$ cat src/verilog/vasi_defs.vh
`ifndef VASI_DEFS_VH
`define VASI_DEFS_VH

// Clocks counted by the first-slot board before passing the acknowledge on
`define VASI_FIRST_SLOT_CLKS 4'h5
// Clocks counted by every other board after its daisy-chain input arrives
`define VASI_PASS_CLKS       4'h4
// Counter width; the count saturates rather than wrapping
`define VASI_CNT_W           10
`define VASI_CNT_MAX         10'h3FF
// Slot identifier is count divided by four: drop two low bits
`define VASI_DIV_SHIFT       2
`define VASI_ID_W            8
// Acknowledge level one on the three-bit level code
`define VASI_IACK_LEVEL1     3'h1
// Reset values
`define VASI_ID_RST          8'h00

`endif

$ cat src/verilog/vasi_auto_slot_id.v
// Behaviour
// - After each system reset, arm and act only on first level-one acknowledge.
// - Without an interrupt source nobody claims; pass runs until bus error.
// - First-slot board counts five clocks from cycle start, then drives IACKOUT.
// - Other boards count until IACKIN, then four more clocks, then IACKOUT.
// - After the last board passes on, nobody acknowledges; timeout ends cycle.
// - Slot identifier is accumulated count divided by four, remainder dropped.
// - Identifier may be one off but always exceeds lower slots.
// - On completion, load the identifier register and set the done flag.
// - Once identification is done, writing 1 to the self-test bit increments the identifier.
// - Self-test bit resets to zero.
// - Boards without this logic may be mixed; identifiers stay distinct.
`include "vasi_defs.vh"

module vasi_auto_slot_id (
  input  wire       REF_CLK,             // System clock, 20 MHz
  input  wire       RESET,               // Synchronous reset, active high
  input  wire       SYSTEM_RESET_INPUT_N, // Bus system reset, active low
  input  wire       IACK_N,              // Bus acknowledge line, active low
  input  wire       AS_N,                // Bus address strobe, active low
  input  wire [2:0] IACK_LEVEL,          // Acknowledged level on A03..A01
  input  wire       IACKIN_N,            // Daisy-chain input, active low
  input  wire       FIRST_SLOT,          // Board is in slot one (system controller)
  input  wire       BERR_N,              // Bus error ending the cycle, active low
  input  wire       SELFTEST_WR,         // Write strobe to general control register
  input  wire       SLOT_ID_SELFTEST_BIT, // Self-test bit value on that write
  output reg        IACKOUT_N,           // Daisy-chain output, active low
  output reg  [7:0] SLOT_ID,             // Identifier register contents
  output reg        SLOT_ID_DONE_FLAG,   // Identification done status
  output reg        SELFTEST_BIT_Q       // Self-test bit as held in control register
);

  localparam ST_ARMED = 3'h0;
  localparam ST_COUNT = 3'h1;
  localparam ST_PASS  = 3'h2;
  localparam ST_HOLD  = 3'h3;
  localparam ST_DONE  = 3'h4;

  reg [2:0]             state_ff;
  reg [2:0]             nxt_state;
  reg [`VASI_CNT_W-1:0] cnt_ff;
  reg [`VASI_CNT_W-1:0] nxt_cnt;
  reg [7:0]             nxt_id;
  reg                   nxt_selftest;
  reg                   nxt_done;
  reg                   nxt_iackout_n;
  reg                   tmr_start;
  reg                   tmr_clear;
  wire                  tmr_done;
  wire                  l1_start;
  wire                  first_go;
  wire                  cyc_end;
  wire [3:0]            pass_clks;
  wire                  sys_rst_act;

  ////////////////////////////////////////////////////////////////////////////
  // Level-one acknowledge decode

  function is_level1;
    input       iack_n;
    input       as_n;
    input [2:0] lvl;
    begin
      is_level1 = !iack_n && !as_n && (lvl == `VASI_IACK_LEVEL1);
    end
  endfunction

  // unclaimed pass runs until bus error
  // we never acknowledge; the bus timer ends it
  function cycle_over;
    input iack_n;
    input berr_n;
    begin
      cycle_over = iack_n || !berr_n;
    end
  endfunction

  assign l1_start    = is_level1(IACK_N, AS_N, IACK_LEVEL);
  assign first_go    = l1_start && FIRST_SLOT;
  assign cyc_end     = cycle_over(IACK_N, BERR_N);
  assign sys_rst_act = !SYSTEM_RESET_INPUT_N;
  // First slot also counts the clock on which the cycle was taken
  assign pass_clks   = FIRST_SLOT ? `VASI_FIRST_SLOT_CLKS : `VASI_PASS_CLKS;

  ////////////////////////////////////////////////////////////////////////////
  // Pass-through delay timer

  vasi_pass_timer u_timer (
    .clk     (REF_CLK),
    .rst     (RESET),
    .clear   (tmr_clear),
    .start   (tmr_start),
    .count   (pass_clks),
    .done_ff (tmr_done)
  );

  ////////////////////////////////////////////////////////////////////////////
  // Sequencer

  always @*
  begin
    nxt_state     = state_ff;
    nxt_cnt       = cnt_ff;
    nxt_id        = SLOT_ID;
    nxt_done      = SLOT_ID_DONE_FLAG;
    nxt_iackout_n = 1'b1;
    tmr_start     = 1'b0;
    tmr_clear     = 1'b0;
    case (state_ff)
      ST_ARMED:
      begin
        // first slot times from the cycle start
        tmr_clear = !first_go;
        tmr_start = first_go;
        if (l1_start)
        begin
          nxt_state = ST_COUNT;
          nxt_cnt   = {{(`VASI_CNT_W-1){1'b0}}, 1'b1};
        end
      end
      ST_COUNT:
      begin
        // count only rises, so a later slot reads higher
        // saturate rather than wrap, keeping positions ordered
        if (cnt_ff != `VASI_CNT_MAX)
          nxt_cnt = cnt_ff + {{(`VASI_CNT_W-1){1'b0}}, 1'b1};
        if (FIRST_SLOT)
        begin
          tmr_start = 1'b1;
          nxt_state = ST_PASS;
        end
        else if (!IACKIN_N)
        begin
          tmr_start = 1'b1;
          nxt_state = ST_PASS;
        end
        else if (cyc_end)
          nxt_state = ST_HOLD;
      end
      ST_PASS:
      begin
        if (cyc_end)
          nxt_state = ST_HOLD;
        else if (tmr_done)
          nxt_iackout_n = 1'b0;
      end
      ST_HOLD:
      begin
        nxt_id    = cnt_ff[`VASI_ID_W+`VASI_DIV_SHIFT-1:`VASI_DIV_SHIFT];
        nxt_done  = 1'b1;
        nxt_state = ST_DONE;
      end
      ST_DONE:
      begin
        // Later acknowledge cycles are ignored until the next system reset
        tmr_clear = 1'b1;
        if (SELFTEST_WR && SLOT_ID_SELFTEST_BIT)
          nxt_id = SLOT_ID + 8'h01;
      end
      default:
        nxt_state = ST_ARMED;
    endcase
  end

  ////////////////////////////////////////////////////////////////////////////
  // Self-test bit of the control register

  always @*
  begin
    nxt_selftest = SELFTEST_BIT_Q;
    if (SELFTEST_WR)
      nxt_selftest = SLOT_ID_SELFTEST_BIT;
  end

  ////////////////////////////////////////////////////////////////////////////
  // Registers; system reset rearms but the identifier survives it until reload

  always @(posedge REF_CLK)
  begin
    if (RESET)
    begin
      state_ff          <= ST_ARMED;
      cnt_ff            <= {`VASI_CNT_W{1'b0}};
      IACKOUT_N         <= 1'b1;
      SLOT_ID           <= `VASI_ID_RST;
      SLOT_ID_DONE_FLAG <= 1'b0;
      SELFTEST_BIT_Q    <= 1'b0;
    end
    else
    begin
      if (sys_rst_act)
      begin
        state_ff          <= ST_ARMED;
        cnt_ff            <= {`VASI_CNT_W{1'b0}};
        IACKOUT_N         <= 1'b1;
        SLOT_ID_DONE_FLAG <= 1'b0;
        SELFTEST_BIT_Q    <= 1'b0;
      end
      else
      begin
        state_ff          <= nxt_state;
        cnt_ff            <= (state_ff == ST_PASS || state_ff == ST_HOLD) ? cnt_ff : nxt_cnt;
        // Chain output only leaves a flop, so no glitch passes the acknowledge on
        IACKOUT_N         <= (state_ff == ST_PASS) ? nxt_iackout_n : 1'b1;
        SLOT_ID           <= nxt_id;
        SLOT_ID_DONE_FLAG <= nxt_done;
        SELFTEST_BIT_Q    <= nxt_selftest;
      end
    end
  end

endmodule

$ cat src/verilog/vasi_pass_timer.v
`include "vasi_defs.vh"

// Counts a fixed number of clocks after start, then holds done until clear
module vasi_pass_timer (
  input  wire       clk,    // System clock
  input  wire       rst,    // Synchronous reset, active high
  input  wire       clear,  // Return to idle
  input  wire       start,  // Begin counting
  input  wire [3:0] count,  // Clocks to wait
  output reg        done_ff // Wait finished
);

  reg [3:0] cnt_ff;
  reg       run_ff;
  reg [3:0] nxt_cnt;
  reg       nxt_run;
  reg       nxt_done;

  always @*
  begin
    nxt_cnt  = cnt_ff;
    nxt_run  = run_ff;
    nxt_done = done_ff;
    if (clear)
    begin
      nxt_cnt  = 4'h0;
      nxt_run  = 1'b0;
      nxt_done = 1'b0;
    end
    else if (start && !run_ff && !done_ff)
    begin
      nxt_cnt = 4'h1;
      nxt_run = 1'b1;
      if (count <= 4'h1)
      begin
        nxt_run  = 1'b0;
        nxt_done = 1'b1;
      end
    end
    else if (run_ff)
    begin
      nxt_cnt = cnt_ff + 4'h1;
      if (nxt_cnt >= count)
      begin
        nxt_run  = 1'b0;
        nxt_done = 1'b1;
      end
    end
  end

  always @(posedge clk)
  begin
    if (rst)
    begin
      cnt_ff  <= 4'h0;
      run_ff  <= 1'b0;
      done_ff <= 1'b0;
    end
    else
    begin
      cnt_ff  <= nxt_cnt;
      run_ff  <= nxt_run;
      done_ff <= nxt_done;
    end
  end

endmodule

$ cat config.mk
export PLATFORM = sky130hd
export DESIGN_NAME = vasi_auto_slot_id
export DESIGN_NICKNAME = d
export VERILOG_FILES = /design/src/verilog/vasi_auto_slot_id.v /design/src/verilog/vasi_pass_timer.v
export VERILOG_INCLUDE_DIRS = /design/src /design/src/verilog
export SDC_FILE = /design/constraint.sdc
export NUM_CORES = 1
export LEC_CHECK = 0
export ABC_AREA = 1
export BUFFER_PORTS_ARGS = -buffer_cell sky130_fd_sc_hd__buf_2
export CAP_MARGIN = 0
export CORE_ASPECT_RATIO = 0.5
export CORE_MARGIN = 3
export CORE_UTILIZATION = 61
export DETAILED_ROUTE_END_ITERATION = 12
export GPL_ROUTABILITY_DRIVEN = 0
export PLACE_DENSITY = 0.95
export SLEW_MARGIN = 20
export SYNTH_ARGS = -nofsm -noshare
export SYNTH_HDL_FRONTEND = slang
export SYNTH_SLANG_ARGS = --single-unit
export TNS_END_PERCENT = 20
$ cat constraint.sdc
create_clock -name REF_CLK -period 2.63 [get_ports REF_CLK]
set_input_delay 0.1315 -clock REF_CLK [delete_from_list [all_inputs] [get_ports REF_CLK]]
set_output_delay 0.1315 -clock REF_CLK [all_outputs]
set_load 0.03 [all_outputs]
==> impl_metrics.sql <==
INSERT INTO impl_metrics (metric_group, metric, value, unit) VALUES
('outcome', 'outcome', 'complete, no violations', ''),
('synthesis', 'synth-warning-count', '0', ''),
('worst_setup_path', 'path_max_fanout', '11', ''),
('clocking', 'clock_tree_from_tritoncts', 'yes', ''),
('synthesis', 'synth_largest_area_cell', 'dfxtp_1', ''),
('timing', 'max_freq', '0.565', 'GHz'),
('timing', 'slew_viol_final', '0', ''),
('global_route', 'global_route_wire_length_before_repair', '7.28', 'mm'),
('finish', 'antenna_cells_inserted', '0', ''),
('synthesis', 'netlist_instances', '269', ''),
('timing', 'rsz0062_at_grt', 'no', ''),
('timing', 'tightestPinTransition', '0.899', 'ns'),
('timing', 'hold_viol_final', '0', ''),
('synthesis', 'yosys-mux-area-fraction', '0.00550', ''),
('global_route', 'overflow', '0', ''),
('finish', 'area_growth_syn_to_layout', '11.3', '%'),
('clocking', 'clockBufferDepth', '2', ''),
('route', 'detail_route.wl_per_cell', '12.4', 'um'),
('worst_setup_path', 'worstSetupEndpointType', 'register', ''),
('synthesis', 'synth_enable_flop_cells', '0', ''),
('route', 'routed_wirelength', '4.10', 'mm'),
('timing', 'timing.hold.ws', '0.108', 'ns'),
('finish', 'multiInputGateArea', '1040', 'um^2'),
('finish', 'layout.area.seq', '601', 'um^2'),
('floorplanning', 'placeableCoreArea', '2720', 'um^2'),
('clocking', 'number_of_cells_upsized_or_downsized_after_cts', '0', ''),
('pwr', 'cellLeakagePower', '0.830', 'nW'),
('route', 'drt_pass1_iterations', '4', ''),
('route', 'dr.first_iter.drc_count', '171', ''),
('synthesis', 'cells_taking_the_most_area_after_synthesis', 'dfxtp_1 (33%), nand2_1 (14%), nor2_1 (7.4%)', ''),
('worst_hold_path', 'holdCritPathClass', 'in -> reg', ''),
('synthesis', 'yosys.area_share.simple', '0.367', ''),
('placement', 'detailed_placer_s_ending_hpwl', '3.06', 'mm'),
('placement', 'dp_slack', '0.885', 'ns'),
('clocking', 'cts.clk_slew.worst_paths', '0.06', 'ns'),
('global_route', 'grt_util_all_layers', '0.246', ''),
('timing', 'postLayoutSetupSlackWorst', '0.861', 'ns'),
('worst_setup_path', 'arrival', '1.92', 'ns'),
('floorplanning', 'die_x', '83.3', 'um'),
('synthesis', 'ys_seq_elements', '30', ''),
('global_route', 'number_of_global_route_vias_before_repair', '1723', ''),
('finish', 'filler_cell_count', '206', ''),
('synthesis', 'synth-xor-area-share', '0.0241', ''),
('floorplanning', 'start_util', '0.670', ''),
('timing', 'setup_viol', '0', ''),
('route', 'via_per_inst', '5.30', ''),
('synthesis', 'post_synth_fa_ha_maj_area_fraction', '0.0275', ''),
('synthesis', 'synth_top_family_by_area', 'simple AND/OR/NAND/NOR gates', ''),
('global_route', 'grt_max_degree', '15', ''),
('placement', 'port_buffers', '23', ''),
('floorplanning', 'rows', '13', ''),
('clocking', 'cts-buffers-inserted', '5', ''),
('worst_setup_path', 'startpoint_type', 'register', ''),
('clocking', 'cts_htree_levels', '2', ''),
('clocking', 'tritoncts_num_sinks', '30', ''),
('worst_setup_path', 'worst-endpoint-required', '2.78', 'ns'),
('finish', 'final_layout_size_suffix_gt1_frac', '0.214', ''),
('floorplanning', 'die_area', '3720', 'um^2'),
('route', 'post-route-drc-count', '0', ''),
('worst_setup_path', 'r2r_setup_slack', '0.86', 'ns'),
('synthesis', 'syn-mean-instance-area', '6.77', 'um^2'),
('global_route', 'grt_antenna_before_repair', '0', ''),
('pwr', 'powerDensity', '415', 'nW/um^2'),
('route', 'antenna_violating_nets_post_route', '0', ''),
('timing', 'fin_worst_skew', '0.00523', 'ns'),
('floorplanning', 'chipHeight', '44.6', 'um'),
('finish', 'layout.nets', '312', ''),
('clocking', 'clkLatencyLatePin', '0.28', 'ns'),
('synthesis', 'synth-compound-area-share', '0.148', ''),
('synthesis', 'synthesis.area', '1820', 'um^2'),
('synthesis', 'mappedNetlistNets', '286', '');
[final timing paths]
kind	from	endpoint	cells after the start
setup / recovery	state_ff[0]$_SDFFE_PP0P_	cnt_ff[1]$_SDFFE_PP0P_	7
setup reg to reg	state_ff[0]$_SDFFE_PP0P_	cnt_ff[1]$_SDFFE_PP0P_	7
hold / removal	RESET	SLOT_ID[7]$_SDFFE_PP0P_	2
hold reg to reg	u_timer.done_ff$_SDFFE_PP0P_	IACKOUT_N$_SDFF_PP1_	1
[area by class of cell]
cell class | instances | area share
clock buffer | 7 | 0.0377
tap | 37 | 0.0228
timing repair buffer | 23 | 0.0568
inverter | 38 | 0.0728
multi-input combinational | 197 | 0.514
sequential | 30 | 0.296
[routing by layer]
layer | vias to the layer above | track usage | wire length [um]
li1 | 902 | - | -
met3 | 13 | 0.0632 | 239
met4 | 0 | 0.153 | 93
met2 | 60 | 0.411 | 1850
met1 | 785 | 0.295 | 1920
met5 | - | 0 | 0
[cell usage after synthesis (2+ instances only)]
cell type	n
a21oi_1	21
a21oi_2	6
buf_6	2
dfxtp_1	30
ha_1	4
inv_1	30
inv_2	5
inv_4	2
nand2_1	68
nand2_2	5
nand2_4	2
nand3_1	15
nand3_4	2
nand4_1	3
nor2_1	36
nor2_2	3
nor3_1	3
nor3_2	2
o21ai_0	5
o21ai_1	4
o21ai_2	3
or2_2	2
xor2_1	4
[power by group]
group	switching, W	total, W	internal, W
Sequential	0.000000959	0.000457	0.000456
Clock	0.000161	0.000343	0.000182
Combinational	0.0000262	0.0000406	0.0000144
Total	0.000189	0.000840	0.000652
[stage by stage]
| stage | std cells | utilization | area (um^2) | total power [W] |
|---|---|---|---|---|
| floorplan | 269 | - | 1820 | 0.000490 |
| global placement | 325 | 0.718 | 1950 | 0.000505 |
| detailed placement | 325 | 0.718 | 1950 | 0.000506 |
| CTS | 332 | 0.746 | 2030 | 0.000843 |
| global route | 332 | 0.746 | 2030 | 0.000863 |
| finish | 332 | 0.746 | 2030 | 0.000840 |
[state kept, by name, indices dropped and copies added (netlist names)]
name,count
IACKOUT_N,1
SELFTEST_BIT_Q,1
SLOT_ID,8
SLOT_ID_DONE_FLAG,1
cnt_ff,10
state_ff,3
u_timer.cnt_ff,4
u_timer.done_ff,1
u_timer.run_ff,1
[critical path: stages (launching register included)]
cell and delay, ns:
dfxtp_1 0.36, inv_2 0.09, nor3_2 0.69, nand2_1 0.14, nor2_2 0.13, nor2_2 0.08
o21ai_1 0.12, nor2_1 0.04
[cell families (layout without fill, tap and decap cells)]
| logic type | Yosys count | after routing |
|---|---|---|
| flops | 30 | 30 |
| simple gates | 144 | 144 |
| buf+inv | 42 | 68 |
| mux | 1 | 1 |
| fa+ha+maj | 4 | 4 |
| xor+xnor | 5 | 5 |
| compound gates | 43 | 43 |
[cells in the final DEF, fill, tap and decap left out, types with 5 or more instances in the layout]
master,n
inv_1,30
nor2_1,36
o21ai_0,5
a21oi_1,21
dfxtp_1,30
nand2_2,5
clkbuf_8,5
inv_2,5
nand2_1,68
nand3_1,15
buf_2,23
a21oi_2,6
Note: power is estimated with default switching activity, not from simulation.
